**src/common/wdg_pkg.sv**
```systemverilog
// constants shared by the watchdog and its tick divider
package wdg_pkg;
  ////////////////////////////////////////////////////////////////////////////
  // clocking
  localparam int CLK_FREQ_HZ = 200_000_000;  // pclk rate
  localparam int LSO_FREQ_HZ = 125_000;      // low-speed oscillator rate
  localparam int LSO_DIV     = CLK_FREQ_HZ / LSO_FREQ_HZ;  // pclk cycles per osc tick
  ////////////////////////////////////////////////////////////////////////////
  // counter and prescaler
  localparam int              CNT_W       = 15;
  localparam int              PSC_W       = 7;
  localparam logic [14:0]     FULL_UNPROT = 15'h7FFF;  // 32768 ticks to underflow
  localparam logic [14:0]     FULL_PROT   = 15'h0FFF;  // 4096 ticks to underflow
  localparam logic [6:0]      PSC_MASK16  = 7'h0F;
  localparam logic [6:0]      PSC_MASK128 = 7'h7F;
  localparam logic [7:0]      REFRESH_ARM  = 8'h00;
  localparam logic [7:0]      REFRESH_FIRE = 8'hFF;
  ////////////////////////////////////////////////////////////////////////////
  // register byte offsets
  localparam int          ADDR_W      = 8;
  localparam logic [7:0]  OFF_REFRESH = 8'h00;
  localparam logic [7:0]  OFF_START   = 8'h04;
  localparam logic [7:0]  OFF_WDCTRL  = 8'h08;
  localparam logic [7:0]  OFF_PMODE1  = 8'h0C;
  localparam logic [7:0]  OFF_PROTECT = 8'h10;
  localparam logic [7:0]  OFF_CMODE1  = 8'h14;
  localparam logic [7:0]  OFF_OPTION  = 8'h18;
  localparam logic [7:0]  OFF_COUNT   = 8'h1C;
  localparam logic [7:0]  OFF_STATUS  = 8'h20;
  ////////////////////////////////////////////////////////////////////////////
  // field positions
  localparam int PRESEL_BIT    = 7;
  localparam int URS_BIT       = 2;
  localparam int PROT_BIT      = 7;
  localparam int STOP_BIT      = 0;
  localparam int LSO_OFF_BIT   = 4;
  localparam int OPT_AUTO_BIT  = 0;
  localparam int OPT_PROT_BIT  = 7;
  localparam int STAT_RUN_BIT  = 0;
  localparam int STAT_ARM_BIT  = 1;
  // reset values of software bits
  localparam logic RST_PRESEL  = 1'b0;
  localparam logic RST_URS     = 1'b0;
  localparam logic RST_STOP    = 1'b0;
  localparam logic RST_LSO_OFF = 1'b0;
  ////////////////////////////////////////////////////////////////////////////
  // register select
  typedef enum logic [3:0] {
    WDG_REG_NONE    = 4'b0000,
    WDG_REG_REFRESH = 4'b0001,
    WDG_REG_START   = 4'b0010,
    WDG_REG_WDCTRL  = 4'b0011,
    WDG_REG_PMODE1  = 4'b0100,
    WDG_REG_PROTECT = 4'b0101,
    WDG_REG_CMODE1  = 4'b0110,
    WDG_REG_OPTION  = 4'b0111,
    WDG_REG_COUNT   = 4'b1000,
    WDG_REG_STATUS  = 4'b1001
  } wdg_reg_t;
endpackage

```
**src/logic/wdg_tick_div.sv**
```systemverilog
// enable pulse divider standing in for the low-speed oscillator
`timescale 1ns/1ps
module wdg_tick_div #(
  parameter int DIV = wdg_pkg::LSO_DIV
) (
  // clock and reset
  input  wire logic pclk,
  input  wire logic presetn,
  // oscillator running
  input  wire logic en,
  // one-cycle tick
  output logic      tick
);
  localparam int CW = (DIV > 1) ? $clog2(DIV) : 1;
  localparam logic [CW-1:0] LAST = CW'(DIV - 1);

  if (DIV < 2) begin : g_chk
    $error("wdg_tick_div: DIV below 2");
  end

  typedef struct packed {
    logic [CW-1:0] cnt;   // phase within one osc period
    logic          tick;  // registered pulse
  } wdg_div_state_t;

  wdg_div_state_t st_r;
  wdg_div_state_t st_nxt;

  ////////////////////////////////////////////////////////////////////////////
  // phase holds while stopped, so a restart resumes mid-period
  always_comb begin
    st_nxt      = st_r;
    st_nxt.tick = 1'b0;
    if (en) begin
      if (st_r.cnt == LAST) begin
        st_nxt.cnt  = '0;
        st_nxt.tick = 1'b1;
      end else begin
        st_nxt.cnt = st_r.cnt + 1'b1;
      end
    end
  end

  always_ff @(posedge pclk or negedge presetn) begin
    if (!presetn) begin
      st_r <= '0;
    end else begin
      st_r <= st_nxt;
    end
  end

  assign tick = st_r.tick;
endmodule

```
**src/logic/wdg_watchdog.sv**
```systemverilog
// watchdog timer with count source protection, apb register slave
`timescale 1ns/1ps
// Behaviour
// - unprotected mode counts on cpu clock
// - prescaler ratio 16 or 128 selectable
// - unprotected period is ratio times 32768
// - write 00h then FFh reloads counter
// - prescaler cleared only by reset
// - option bit picks autostart or start write
// - program cannot change autostart option bit
// - unprotected count freezes in stop/wait/hold
// - underflow gives interrupt or reset per bit
// - protected mode counts on 125 kHz oscillator
// - protected period is 4096 oscillator ticks
// - protected count runs through wait, hold
// - protect enable loads 0FFFh, osc on, reset
// - protected mode ignores stop request writes
// - protected mode ignores oscillator off writes
// - protect option bit zero enables protection
// - counter is fifteen bits wide
module wdg_watchdog #(
  parameter int LSO_DIV = wdg_pkg::LSO_DIV
) (
  // clock and reset
  input  wire logic        pclk,
  input  wire logic        presetn,
  // apb slave
  input  wire logic        psel,
  input  wire logic        penable,
  input  wire logic        pwrite,
  input  wire logic [7:0]  paddr,
  input  wire logic [31:0] pwdata,
  output logic      [31:0] prdata,
  output logic             pready,
  output logic             pslverr,
  // factory option byte, sampled after reset release
  input  wire logic [7:0]  factory_option_byte,
  // cpu low-power and bus states
  input  wire logic        cpu_stop,
  input  wire logic        cpu_wait,
  input  wire logic        cpu_hold,
  // watchdog results and mode outputs
  output logic             wdt_irq,
  output logic             wdt_reset_req,
  output logic             stop_mode_request,
  output logic             low_speed_osc_off,
  output logic             protect_active
);
  if (LSO_DIV < 2) begin : g_chk
    $error("wdg_watchdog: LSO_DIV below 2");
  end

  ////////////////////////////////////////////////////////////////////////////
  // state
  typedef struct packed {
    logic        opt_valid;  // option byte captured
    logic [7:0]  opt;        // captured option byte
    logic        started;    // counter and prescaler running
    logic        protect;    // protection mode active
    logic        presel;     // prescale select, 1 = divide by 128
    logic        urs;        // underflow reset select
    logic        stop_req;   // stop mode request
    logic        lso_off;    // low-speed oscillator off
    logic        armed;      // 00h seen on refresh register
    logic [6:0]  psc;        // prescaler
    logic [14:0] cnt;        // watchdog count
    logic        irq;        // interrupt pulse
    logic        rst;        // reset request pulse
    logic [31:0] rdata;      // read data
  } wdg_state_t;

  wdg_state_t st_r;
  wdg_state_t st_nxt;

  ////////////////////////////////////////////////////////////////////////////
  // address decode, shared by write, read and error logic
  function automatic wdg_pkg::wdg_reg_t wdg_decode(input logic [7:0] a);
    if (a == wdg_pkg::OFF_REFRESH) begin
      return wdg_pkg::WDG_REG_REFRESH;
    end else if (a == wdg_pkg::OFF_START) begin
      return wdg_pkg::WDG_REG_START;
    end else if (a == wdg_pkg::OFF_WDCTRL) begin
      return wdg_pkg::WDG_REG_WDCTRL;
    end else if (a == wdg_pkg::OFF_PMODE1) begin
      return wdg_pkg::WDG_REG_PMODE1;
    end else if (a == wdg_pkg::OFF_PROTECT) begin
      return wdg_pkg::WDG_REG_PROTECT;
    end else if (a == wdg_pkg::OFF_CMODE1) begin
      return wdg_pkg::WDG_REG_CMODE1;
    end else if (a == wdg_pkg::OFF_OPTION) begin
      return wdg_pkg::WDG_REG_OPTION;
    end else if (a == wdg_pkg::OFF_COUNT) begin
      return wdg_pkg::WDG_REG_COUNT;
    end else if (a == wdg_pkg::OFF_STATUS) begin
      return wdg_pkg::WDG_REG_STATUS;
    end else begin
      return wdg_pkg::WDG_REG_NONE;
    end
  endfunction

  ////////////////////////////////////////////////////////////////////////////
  // bus strobes and count enables
  wdg_pkg::wdg_reg_t sel;          // decoded register
  logic              wr_en;        // write access phase
  logic              rd_setup;     // read setup phase
  logic              frozen;       // cpu in stop, wait or hold
  logic              run_cpu;      // prescaler advancing
  logic [6:0]        psc_mask;     // prescaler wrap mask
  logic              cpu_tick;     // divided cpu clock tick
  logic              lso_tick;     // oscillator tick
  logic              cnt_tick;     // counter decrement enable
  logic              underflow;    // counter wraps this cycle
  logic              refresh_fire; // valid refresh sequence completes
  logic              prot_go;      // protection mode switches on
  logic [14:0]       full_val;     // reload value for current mode

  assign sel      = wdg_decode(paddr);
  assign wr_en    = psel & penable & pwrite;
  assign rd_setup = psel & ~penable & ~pwrite;
  assign frozen   = cpu_stop | cpu_wait | cpu_hold;
  // no prescaler once protected; low-power freeze only when unprotected
  assign run_cpu  = st_r.started & ~st_r.protect & ~frozen;
  assign psc_mask = st_r.presel ? wdg_pkg::PSC_MASK128 : wdg_pkg::PSC_MASK16;
  assign cpu_tick = run_cpu & ((st_r.psc & psc_mask) == psc_mask);
  assign cnt_tick = st_r.protect ? (st_r.started & lso_tick) : cpu_tick;
  assign underflow = cnt_tick & (st_r.cnt == 15'h0000);
  assign full_val = st_r.protect ? wdg_pkg::FULL_PROT : wdg_pkg::FULL_UNPROT;
  assign refresh_fire = wr_en & (sel == wdg_pkg::WDG_REG_REFRESH) & st_r.armed &
                        (pwdata[7:0] == wdg_pkg::REFRESH_FIRE);
  // strap at release or a software write of one; zero never leaves the mode
  assign prot_go = ~st_r.protect &
                   ((~st_r.opt_valid & ~factory_option_byte[wdg_pkg::OPT_PROT_BIT]) |
                    (wr_en & (sel == wdg_pkg::WDG_REG_PROTECT) &
                     pwdata[wdg_pkg::PROT_BIT]));

  ////////////////////////////////////////////////////////////////////////////
  // oscillator tick, kept alive in protection mode by the locked off bit
  wdg_tick_div #(
    .DIV (LSO_DIV)
  ) u_lso (
    .pclk    (pclk),
    .presetn (presetn),
    .en      (~st_r.lso_off),
    .tick    (lso_tick)
  );

  ////////////////////////////////////////////////////////////////////////////
  // next state
  always_comb begin
    st_nxt     = st_r;
    st_nxt.irq = 1'b0;
    st_nxt.rst = 1'b0;
    // option byte caught once after release; no bus path writes it
    if (!st_r.opt_valid) begin
      st_nxt.opt_valid = 1'b1;
      st_nxt.opt       = factory_option_byte;
      st_nxt.started   = ~factory_option_byte[wdg_pkg::OPT_AUTO_BIT];
    end
    // register writes
    if (wr_en) begin
      case (sel)
        wdg_pkg::WDG_REG_REFRESH: begin
          // any value other than 00h drops the half-done sequence
          st_nxt.armed = (pwdata[7:0] == wdg_pkg::REFRESH_ARM);
        end
        wdg_pkg::WDG_REG_START: begin
          st_nxt.started = 1'b1;
        end
        wdg_pkg::WDG_REG_WDCTRL: begin
          st_nxt.presel = pwdata[wdg_pkg::PRESEL_BIT];
        end
        wdg_pkg::WDG_REG_PMODE1: begin
          // reset action is pinned while protected
          st_nxt.urs = st_r.protect | pwdata[wdg_pkg::URS_BIT];
        end
        wdg_pkg::WDG_REG_CMODE1: begin
          if (!st_r.protect) begin
            st_nxt.stop_req = pwdata[wdg_pkg::STOP_BIT];
            st_nxt.lso_off  = pwdata[wdg_pkg::LSO_OFF_BIT];
          end
        end
        default: begin
          // option, count, status and protect are handled elsewhere
        end
      endcase
    end
    // protection switch-on side effects
    if (prot_go) begin
      st_nxt.protect  = 1'b1;
      st_nxt.lso_off  = 1'b0;
      st_nxt.urs      = 1'b1;
      st_nxt.stop_req = 1'b0;
    end
    // prescaler: never cleared by refresh, so first period may run short
    if (run_cpu) begin
      st_nxt.psc = st_r.psc + 7'h01;
    end
    // counter: protect load, then refresh, then ticks
    if (prot_go) begin
      st_nxt.cnt = wdg_pkg::FULL_PROT;
    end else if (refresh_fire) begin
      st_nxt.cnt = full_val;
    end else if (underflow) begin
      st_nxt.cnt = full_val;
      st_nxt.irq = ~st_r.urs & ~st_r.protect;
      st_nxt.rst = st_r.urs | st_r.protect;
    end else if (cnt_tick) begin
      st_nxt.cnt = st_r.cnt - 15'h0001;
    end
    // read data latched in setup, stable through access
    if (rd_setup) begin
      st_nxt.rdata = 32'h0000_0000;
      case (sel)
        wdg_pkg::WDG_REG_WDCTRL:  st_nxt.rdata[wdg_pkg::PRESEL_BIT] = st_r.presel;
        wdg_pkg::WDG_REG_PMODE1:  st_nxt.rdata[wdg_pkg::URS_BIT] = st_r.urs;
        wdg_pkg::WDG_REG_PROTECT: st_nxt.rdata[wdg_pkg::PROT_BIT] = st_r.protect;
        wdg_pkg::WDG_REG_CMODE1: begin
          st_nxt.rdata[wdg_pkg::STOP_BIT]    = st_r.stop_req;
          st_nxt.rdata[wdg_pkg::LSO_OFF_BIT] = st_r.lso_off;
        end
        wdg_pkg::WDG_REG_OPTION:  st_nxt.rdata[7:0] = st_r.opt;
        wdg_pkg::WDG_REG_COUNT:   st_nxt.rdata[14:0] = st_r.cnt;
        wdg_pkg::WDG_REG_STATUS: begin
          st_nxt.rdata[wdg_pkg::STAT_RUN_BIT] = st_r.started;
          st_nxt.rdata[wdg_pkg::STAT_ARM_BIT] = st_r.armed;
        end
        default: st_nxt.rdata = 32'h0000_0000;
      endcase
    end
  end

  ////////////////////////////////////////////////////////////////////////////
  // state register; reset loads constants only
  always_ff @(posedge pclk or negedge presetn) begin
    if (!presetn) begin
      st_r          <= '0;
      st_r.presel   <= wdg_pkg::RST_PRESEL;
      st_r.urs      <= wdg_pkg::RST_URS;
      st_r.stop_req <= wdg_pkg::RST_STOP;
      st_r.lso_off  <= wdg_pkg::RST_LSO_OFF;
      st_r.cnt      <= wdg_pkg::FULL_UNPROT;
    end else begin
      st_r <= st_nxt;
    end
  end

  ////////////////////////////////////////////////////////////////////////////
  // outputs
  assign prdata            = st_r.rdata;
  assign pready            = 1'b1;
  assign pslverr           = psel & penable & (sel == wdg_pkg::WDG_REG_NONE);
  assign wdt_irq           = st_r.irq;
  assign wdt_reset_req     = st_r.rst;
  assign stop_mode_request = st_r.stop_req;
  assign low_speed_osc_off = st_r.lso_off;
  assign protect_active    = st_r.protect;
endmodule

```
**config.mk**
```make
export PLATFORM = sky130hd
export DESIGN_NAME = wdg_watchdog
export DESIGN_NICKNAME = d
export VERILOG_FILES = /design/src/common/wdg_pkg.sv /design/src/logic/wdg_tick_div.sv /design/src/logic/wdg_watchdog.sv
export SDC_FILE = /design/constraint.sdc
export NUM_CORES = 1
export LEC_CHECK = 0
export BUFFER_PORTS_ARGS = -buffer_cell sky130_fd_sc_hd__buf_2
export CAP_MARGIN = 15
export CORE_MARGIN = 1.5
export CORE_UTILIZATION = 59
export CTS_BUF_LIST = sky130_fd_sc_hd__clkbuf_2 sky130_fd_sc_hd__clkbuf_4 sky130_fd_sc_hd__clkbuf_8
export CTS_CLUSTER_SIZE = 12
export DETAILED_ROUTE_END_ITERATION = 10
export GPL_ROUTABILITY_DRIVEN = 0
export GPL_TIMING_DRIVEN = 0
export PLACE_DENSITY = 0.95
export SETUP_SLACK_MARGIN = 0.4
export SLEW_MARGIN = 20
export SYNTH_ARGS = -nofsm -noshare
export SYNTH_HDL_FRONTEND = slang
export SYNTH_HIERARCHICAL = 1
export SYNTH_SLANG_ARGS = --single-unit
```
**constraint.sdc**
```tcl
create_clock -name pclk -period 6.7 [get_ports pclk]
set_input_delay 0.335 -clock pclk [delete_from_list [all_inputs] [get_ports pclk]]
set_output_delay 0.335 -clock pclk [all_outputs]
set_load 0.02 [all_outputs]
```
; Word level (Yosys, flattened, before mapping)
; Index checks and enable logic that the tools add are counted.
[totals]
in_bits = 56
word_cells = 123
ff_bits = 67
[op_classes]
n_mux = 39
n_eq_ne = 21
reduce_logical = 12
addsub = 3
bitwise = 32
[op_table]
columns = operator, n
row1 = $mux 15, 5
row2 = $mux 4, 10
row3 = $eq 8x5->1 const B, 4
row4 = $and 1x1->1, 18
row5 = $eq 4x3->1 const B, 4
row6 = $eq 8x4->1 const B, 2
row7 = $logic_not 8->1, 2
row8 = $logic_not 15->1, 1
row9 = $sub 15x1->15 const B, 1
row10 = $mux 7, 2
row11 = $add 11x1->11 const B, 1
row12 = $eq 11x11->1 const B, 1
row13 = $mux 11, 1
row14 = $mux 2, 5
row15 = $pmux 1 s3, 3
row16 = $eq 4x2->1 const B, 2
row17 = $eq 4x4->1 const B, 2
row18 = $eq 8x3->1 const B, 1
row19 = $eq 8x6->1 const B, 1
row20 = $eq 8x8->1 const B, 1
row21 = $mux 1, 8
row22 = $not 1->1, 8
row23 = $pmux 1 s4, 2
row24 = $add 7x1->7 const B, 1
row25 = 13 further kinds, 21

; Depth between registers and ports, before layout
; Gate-level depths: netlist (run 1).
[logic_depth]
word_depth = 17
mapped_depth = 8
ltp_nobuf = 7

; By module
; Netlist (run 1), hierarchy kept.
[by_module_without_submodules]
columns = module, area_each_um2, seq_area_each_um2, cells_each, n_inst
row1 = wdg_watchdog, 3065.4, 1395.1, 319, 1
row2 = wdg_tick_div, 646.9, 300.3, 62, 1

; Least setup slack after synthesis (run 1)
; No wires, ideal clock.
[synth_timing]
path_type = reg2reg
start = register st_r, in the netlist protect_active
end = register st_r[46] in the netlist's numbering
setup_time_ns = 0.077
period_less_slack_ns = 2.305
t_arrival_ns = 2.228
stages_incl_launch_ff = 6
setup_slack_ns = 4.395
n_path_buf = 0
t_required_ns = 6.623
cell_sequence = dfrtp_1 > or4b_4 > a2111oi_4 > o211ai_2 > or4_1 > a31oi_1
[synth_via]
elab_chain_cells = 9
word_cells_on_any_way = 12
classes_between = mux: 5 / bitwise: 6 / reduce/logical: 1
[synth_rtl]
columns = item, line
row1 = "start, declared", wdg_watchdog.sv:72  ; wdg_state_t st_r;
row2 = "start signal, assigned", wdg_watchdog.sv:243  ; st_r <= st_nxt;
row3 = $not 1->1, "wdg_watchdog.sv:122, wdg_watchdog.sv:131"
row4 = $and 1x1->1 (2 in a row), wdg_watchdog.sv:122  ; assign run_cpu = st_r.started & ~st_r.protect & ~frozen;
row5 = $and 1x1->1, wdg_watchdog.sv:124  ; assign cpu_tick = run_cpu & ((st_r.psc & psc_mask) == psc_mask);
row6 = $mux 1, wdg_watchdog.sv:125  ; assign cnt_tick = st_r.protect ? (st_r.started & lso_tick) : cpu_tick;
row7 = $and 1x1->1, wdg_watchdog.sv:126  ; assign underflow = cnt_tick & (st_r.cnt == 15'h0000);
row8 = $mux 15, wdg_watchdog.sv:203  ; end else if (underflow) begin
row9 = $mux 15, wdg_watchdog.sv:201  ; end else if (refresh_fire) begin
row10 = $mux 15, wdg_watchdog.sv:199  ; if (prot_go) begin
; Several ways; a longest one is shown, not always the timed one.
; A chain may end at the register's enable or synchronous reset.

; Worst setup path after layout (run 1)
[layout_timing]
start = register st_r, in the netlist protect_active
end = register st_r[40] in the netlist's numbering
; Same word-level chain as after synthesis.

==> impl_results.md, run 1 <==
* Status: finished, final reports clean
* Power Density at 226 mW/mm2
* Post-Place Setup Slack at 4.12 ns
* Clock Latency Late Sink at about 0.36 ns
* FF+latch count, synth at 67
* Avg WL per Cell at about 16 um
* Diodes inserted at 0
* Detail Placement HPWL at 6120 um
* Clock network fraction of design power at around a third
* Largest net degree at the start of global routing at 63
* CTS Buf Count at 9
* Top Metal Used: met4
* Gr ovfl total at 0
* Yosys warnings at 6
* Clock Path Buffers at 2
* Total number of vias at ~3100
* Synthesized area at between 0.003 and 0.004 mm2
* Worst setup SP type: flop
* Worst Setup EP: st_r[40]$_DFFE_PN1P_
* Die Y-Extent at ~82 um
* Cell variety after synth at approximately 60
* I/O Buffers at 50
* Area Overhead vs Synth at 17.1%
* CTS Hold Bufs at 1
* Die width at 82.3 um
* Nets at 520
* Slew HR at 48.1%
* Final hold viol count at 0
* First-pass GRT wire length at between 10000 and 15000 um
* Synth Area per Inst at 9.74 um2
* Power Total at slightly below 1 mW
* Int Power at 686 uW
* Core Area at approximately 0.006 mm2
* Tcrit/Tclk final at 39.6%
* Number of global-route vias before repair at 2964
* Share of cells above drive strength 1 at 30.7%
* Clock skew at between 0.015 and 0.02 ns
* Worst Path Max Fanout at 10
* Final Setup Violations at 0
* Reg power frac at between 40% and 50%
* Root buffer selected by CTS: clkbuf_8
* Sequential fraction of the synthesis area at between 40% and 50%
* Sequential Area at 0.00170 mm2
* Post-synth ARST share at 100%
* Peak supply drop at 0.232 mV
* Reg2reg start: protect_active$_DFFE_PN0P_
* Max cap viols at 0
* Worst min path class: input pin to flop
* Leak at 2.01 nW
* Reg-to-reg endpoint: st_r[40]$_DFFE_PN1P_
* Core Util, Final at between 70% and 80%
* Arrival time worst endpoint at 2.91 ns
* Sw power at 298 uW
* Fillers at 420
* CTS tree: done
* H-tree Lvls at 3
* CP Data Required Time at about 7 ns
* Hold Slack at ~0.22 ns
* Setup TNS at 0 ns
* GRT Overall Usage at between 20% and 30%
* Met3 Routed Length at 574 um
* Comb pwr share at roughly a fifth
* Worst reg-to-reg path cell count at 7
* Synth Flop Type: dfrtp_1
* Rows at 28
* Ports at 95
* Final worst slack at around 4 ns
* Number of antenna violations at the first check in global routing at 0
* Flop-to-flop setup slack at just over 4 ns
* CP endpoint kind: flop
* Post-CTS sizing at 0
* Min Tclk post-route at around 2.7 ns
* Kind of critical path: flop to flop
* Sink Count at 67
* Drt pass-1 iters at 5
* Final Max Slew Viols at 0
* Wl on met1 at about 3500 um
* Via/cell ratio at about 5.8
* Metal2 WL at a little under 4000 um
* Die ar. at 0.00678 mm2
* Crit path from: protect_active$_DFFE_PN0P_
* Post-CTS Setup Bufs at 0
* Initial Utilization at approximately three fifths
* Achievable Freq at ~380 MHz
* Drt total wl at around 8400 um
* Multi-input logic area at ~0.0017 mm2
* RSZ-0062 raised after global routing: false
* EDFF count, synth at 0
* ANT nets after route at 0
* Clk pin slew, worst setup/hold paths at ~0.07 ns
* Initial drt markers at about 290
* Mapped Cells at 381
* Worst Tran Pin Value at about 0.8 ns
* Switching share of power at 30.3%
* Residual DRC count at 0
[sequential cells by signal, summed over array words and instances, names as in the netlist]
signal and count:
stop_mode_request 1, wdt_reset_req 1, st_r 35, u_lso/st_r 11, u_lso/tick 1, wdt_irq 1
prdata 15, low_speed_osc_off 1, protect_active 1
[cell type report]
| class | instances | share of cell area (%) |
|---|---|---|
| Tap cell | 75 | 2.16 |
| Multi-Input combinational cell | 273 | 39.8 |
| Sequential cell | 67 | 39.0 |
| Timing Repair Buffer | 52 | 6.68 |
| Buffer | 49 | 7.28 |
| Clock inverter | 4 | 0.605 |
| Inverter | 9 | 0.777 |
| Clock buffer | 12 | 3.66 |
[power by group through the flow]
stage               clock network [mW]  logic, mW  registers (mW)
global placement                     0      0.173           0.491
CTS                              0.314      0.185           0.488
global route                     0.328      0.209           0.495
detailed placement                   0      0.184           0.495
floorplan                            0      0.135           0.484
finish                           0.309      0.186           0.489
[worst max-delay path: stages, from the launching register on]
cell and delay, ns:
dfrtp_1 0.36, clkbuf_1 0.38, and4b_1 0.28, a41o_1 0.30
a21oi_1 0.62, and2_1 0.22, clkbuf_1 0.27, nand3_1 0.11
[stage by stage]
step,instance area (um2),std cells
6_report,4350,541
5_1_grt,4350,541
4_1_cts,4350,541
3_5_place_dp,4150,524
3_3_place_gp,4120,523
2_1_floorplan,3780,398
[layout by cell type, fill, tap and decap left out, types with 11 or more instances in the layout]
cell type and count:
nand2_1 45, clkbuf_8 11, conb_1 19, buf_4 36
dfstp_2 15, nor2_1 24, o21ai_0 16, buf_2 50
clkbuf_1 13, xor2_1 11, dfrtp_1 52, nand3_1 19
[worst min-delay path by stage]
stage / cells past startpoint / endpoint / start / slack [ns]
floorplan: 0 / low_speed_osc_off$_DFFE_PN0P_ / presetn / 0.04
global placement: 2 / prdata[10]$_DFFE_PN0P_ / prdata[10]$_DFFE_PN0P_ / 0.45
detailed placement: 1 / u_lso/st_r[1]$_DFFE_PN0P_ / presetn / 0.16
CTS: 2 / st_r[69]$_DFFE_PN0N_ / factory_option_byte[6] / 0.21
global route: 2 / st_r[66]$_DFFE_PN0N_ / factory_option_byte[3] / 0.22
finish: 2 / st_r[69]$_DFFE_PN0N_ / factory_option_byte[6] / 0.22
[cells by family after synthesis]
family / Yosys count / share of synthesized area [%]
fa+ha+maj: 3 / 1.01
flops: 67 / 45.7
buf+inv: 58 / 9.44
simple gates: 161 / 23.7
mux: 14 / 4.08
other cells: 2 / 0.202
xor+xnor: 18 / 4.25
compound gates: 58 / 11.6
[layer usage]
metal | up-vias | global-route usage [%]
li1 | 1486 | -
met1 | 1467 | 32.9
met2 | 156 | 43.4
met3 | 37 | 5.49
met4 | 0 | 17.3
met5 | - | 0
[synthesized netlist by cell type, types with 3 or more instances]
| cell type | instances | share of area (%) |
|---|---|---|
| nand2_1 | 45 | 4.5 |
| a221oi_1 | 4 | 0.94 |
| nor2_1 | 24 | 2.4 |
| mux2i_1 | 5 | 1.3 |
| a31oi_1 | 3 | 0.51 |
| and2_1 | 3 | 0.51 |
| or3_1 | 3 | 0.51 |
| a21oi_1 | 5 | 0.67 |
| or2_2 | 4 | 0.67 |
| nor4b_1 | 4 | 0.94 |
| and3_1 | 3 | 0.51 |
| and4b_1 | 3 | 0.81 |
| nand2b_1 | 3 | 0.51 |
| ha_1 | 3 | 1.0 |
| xor2_1 | 11 | 2.6 |
| nor2b_1 | 7 | 1.2 |
| o31ai_1 | 4 | 0.81 |
| a21o_1 | 3 | 0.61 |
| and4_1 | 3 | 0.71 |
| dfstp_2 | 15 | 11 |
| o211ai_1 | 3 | 0.61 |
| or4_1 | 5 | 1.0 |
| buf_4 | 35 | 7.1 |
| inv_1 | 9 | 0.91 |
| nor3_1 | 9 | 1.2 |
| nand3_1 | 19 | 2.6 |
| clkbuf_1 | 13 | 1.3 |
| mux2_2 | 9 | 2.7 |
| nor4_1 | 8 | 1.3 |
| xnor2_1 | 7 | 1.7 |
| nand4_1 | 7 | 1.2 |
| dfrtp_1 | 52 | 35 |
| o21ai_0 | 16 | 2.2 |
No activity file was read; power rests on OpenSTA's default activity.
==> run 2, diff against run 1 <==
--- a/config.mk
+++ b/config.mk
@@ -5,16 +5,17 @@
 export SDC_FILE = /design/constraint.sdc
 export NUM_CORES = 1
 export LEC_CHECK = 0
+export ABC_AREA = 1
 export BUFFER_PORTS_ARGS = -buffer_cell sky130_fd_sc_hd__buf_2
 export CAP_MARGIN = 15
 export CORE_MARGIN = 1.5
-export CORE_UTILIZATION = 59
+export CORE_UTILIZATION = 50
 export CTS_BUF_LIST = sky130_fd_sc_hd__clkbuf_2 sky130_fd_sc_hd__clkbuf_4 sky130_fd_sc_hd__clkbuf_8
 export CTS_CLUSTER_SIZE = 12
 export DETAILED_ROUTE_END_ITERATION = 10
 export GPL_ROUTABILITY_DRIVEN = 0
 export GPL_TIMING_DRIVEN = 0
-export PLACE_DENSITY = 0.95
+export PLACE_DENSITY = 0.86
 export SETUP_SLACK_MARGIN = 0.4
 export SLEW_MARGIN = 20
 export SYNTH_ARGS = -nofsm -noshare
==> constraint.sdc (replaced) <==
create_clock -name pclk -period 2.3 [get_ports pclk]
set_input_delay 0.115 -clock pclk [delete_from_list [all_inputs] [get_ports pclk]]
set_output_delay 0.115 -clock pclk [all_outputs]
set_load 0.02 [all_outputs]
==> impl_results.md, run 2 <==
* Synth cell count leaders: nand2_1 (101), inv_1 (57), dfrtp_1 (52)
* Number of antenna violations at the first check in global routing at 0 (unchanged)
* Sink Count at 67 (unchanged)
* Avg WL per Cell at 13.4 um (-14%)
* Kind of critical path: flop to flop
* Min Tclk post-route at 1.78 ns (-0.868 ns)
* Slew HR at 57.9% (+9.8 points)
* CP Data Required Time at 2.61 ns (-4.34 ns)
* Met3 Routed Length at 585 um (+1.9%)
* Mapped Cells at 495 (+30%)
* Post-CTS Setup Bufs at 0 (unchanged)
* Hold Slack at 0.0458 ns (-0.176 ns)
* Power Density at 615 mW/mm2 (+170%)
* Worst setup SP type: flop
* Core Area at 0.00773 mm2 (+29%)
* Sequential fraction of the synthesis area at 42.5% (-3.1 points)
* Gr ovfl total at 0 (unchanged)
* ANT nets after route at 0 (unchanged)
* Most common cell in the netlist: nand2_1
* Post-synth ARST share at 100% (unchanged)
* Root buffer selected by CTS: clkbuf_8
* Area leader, netlist: dfrtp_1
* FF+latch count, synth at 67 (unchanged)
* Metal2 WL at 4740 um (+20%)
* Top reg by flops: st_r
* Final hold viol count at 0 (unchanged)
* Clock Latency Late Sink at 0.37 ns (about the same)
* Final Setup Violations at 0 (unchanged)
* Achievable Freq at 561 MHz (+49%)
* Setup TNS at 0 ns (unchanged)
* RSZ-0062 raised after global routing: true
* Synth Flop Type: dfrtp_1
* Ports at 95 (unchanged)
* Worst Tran Pin Value at 0.627 ns (-0.152 ns)
* Final Instance Area at 0.00477 mm2 (+9.7%)
* Max cap viols at 0 (unchanged)
* CTS tree: done
* Post-Place Setup Slack at 0.550 ns (-3.57 ns)
* GRT Overall Usage at 23.7% (-3.3 points)
* Via/cell ratio at 5.25 (-9.7%)
* Area Overhead vs Synth at 19.7%
* Area after DPL at 0.00447 mm2 (+7.6%)
* Status: finished, final reports clean
* Worst Path Max Fanout at 6 (-4)
* Drt total wl at 9270 um (+10%)
* Worst min path class: input pin to flop
* Clock skew at 0.0119 ns (-0.00435 ns)
* Detail Placement HPWL at 6710 um (+9.6%)
* Power Total at 2.93 mW (+200%)
* Drt pass-1 iters at 6 (+1)
* Final worst slack at 0.516 ns (-3.53 ns)
* Residual DRC count at 0 (unchanged)
* Final Max Slew Viols at 0 (unchanged)
* Initial Utilization at 51.6% (-10 points)
* H-tree Lvls at 3 (unchanged)
* Top Metal Used: met4
* Die width at 92.3 um (+12%)
* Nets at 642 (+23%)
* Share of cells above drive strength 1 at 28.6% (-2.1 points)
* CTS Buf Count at 9 (unchanged)
* Clk pin slew, worst setup/hold paths at 0.07 ns (about the same)
* Die Y-Extent at 92.3 um (+12%)
* EDFF count, synth at 0 (unchanged)
* Synthesized area at 0.00399 mm2 (+7.3%)
* Clock Path Buffers at 2 (unchanged)
* I/O Buffers at 52 (+4.0%)
* Top-area cell type share of the netlist area at 32.7% (-2.4 points)
* Total number of vias at 3623 (+15%)
* Yosys warnings at 6 (unchanged)
* Fillers at 638 (+52%)
* Synth Area per Inst at 8.05 um2 (-17%)
* Largest net degree at the start of global routing at 56 (-11%)
* Peak supply drop at 0.412 mV (+78%)
* Cell variety after synth at 40 (-32%)
* Diodes inserted at 0 (unchanged)
* Leak at 2.49 nW (+24%)
* CP endpoint kind: flop
* Max reg flops at 35 (unchanged)
* First-pass GRT wire length at 15800 um (+16%)
* Number of global-route vias before repair at 3548 (+20%)
* Rows at 32 (+14%)
* Synth area leaders: dfrtp_1 (33%), dfstp_2 (9.9%), nand2_1 (9.5%)
* Tcrit/Tclk final at 77.6% (+38 points)
* Commonest non-fill, non-tap cell in the layout: nand2_1
* Most frequent cells in the layout: nand2_1 (101), inv_1 (57), buf_2 (53), dfrtp_1 (52), nor2_1 (39)
* Initial drt markers at 221 (-22%)
* Die ar. at 0.00851 mm2 (+26%)
* Wl on met1 at 3700 um (+5.3%)
* Arrival time worst endpoint at 2.09 ns (-0.82 ns)
run 2: cell count changes in the layout (fill, tap and decap cells not counted), moves of 9 or more:
cell	delta
nand2_1	+56
o21ai_1	+9
inv_2	+10
nand3_1	+10
mux2_2	-9
clkbuf_1	-11
o21ai_0	+11
nor2_1	+15
inv_1	+48
run 2: stage by stage:
stage | cells | utilization, %
2_1_floorplan | 512 | -
6_report | 690 | 61.7
3_3_place_gp | 666 | 57.4
5_1_grt | 690 | 61.7
3_5_place_dp | 667 | 57.8
4_1_cts | 690 | 61.6
run 2: final cells by class:
| class | count | area [um2] | area share, % |
|---|---|---|---|
| Tap cell | 102 | 128 | 2.68 |
| Multi-Input combinational cell | 335 | 1780 | 37.4 |
| Buffer | 42 | 318 | 6.66 |
| Clock inverter | 6 | 88.8 | 1.86 |
| Timing Repair Buffer | 60 | 360 | 7.56 |
| Inverter | 68 | 256 | 5.38 |
| Clock buffer | 10 | 138 | 2.89 |
| Sequential cell | 67 | 1700 | 35.6 |
run 2: layer usage:
layer,track usage [%],vias up
met2,41.7,146
met3,6.63,35
met4,8.85,0
met1,27.4,1712
li1,-,1730
met5,0,-
run 2: kinds of logic (layout without fill, tap and decap cells):
logic type | Yosys count | count (layout) | share of synthesized area, %
compound gates | 64 | 64 | 9.70
xor+xnor | 15 | 15 | 3.30
fa+ha+maj | 3 | 3 | 0.942
buf+inv | 110 | 186 | 14.4
flops | 67 | 67 | 42.5
mux | 3 | 3 | 0.754
other cells | 2 | 19 | 0.188
simple gates | 231 | 231 | 28.2
run 2: critical path, stage by stage, from the launching register on:
cell and delay [ns]:
dfstp_2 0.37, inv_1 0.13, ha_1 0.20, inv_1 0.10, nor2_2 0.18, nand2_2 0.12, nor2_4 0.15, nand2_2 0.13
nand2_1 0.09, nand2_1 0.05, nand2_1 0.05, nand4_1 0.08, nand2_1 0.07
run 2: final timing paths:
check | from | endpoint | slack [ns] | cells after the start
min | factory_option_byte[7] | st_r[70]$_DFFE_PN0N_ | 0.05 | 3
min in group asynchronous | presetn | st_r[69]$_DFFE_PN0N_ | 0.14 | 2
min reg2reg | st_r[55]$_DFFE_PN0P_ | st_r[55]$_DFFE_PN0P_ | 0.48 | 1
max in group asynchronous | presetn | st_r[47]$_DFFE_PN1P_ | 1.58 | 3
max | st_r[34]$_DFFE_PN1P_ | st_r[47]$_DFFE_PN1P_ | 0.52 | 12
max reg2reg | st_r[34]$_DFFE_PN1P_ | st_r[47]$_DFFE_PN1P_ | 0.52 | 12
run 2: where the power goes:
| part | internal, mW | switching, mW |
|---|---|---|
| Clock | 0.639 | 0.478 |
| Combinational | 0.182 | 0.279 |
| Sequential | 1.27 | 0.0884 |
run 2: timing repair:
action                                 4_1_cts  5_1_grt
endpoints found under the hold margin       58        0
hold buffers                                 7        0
gates resized for setup                      0        2
setup endpoints to repair                    0        3
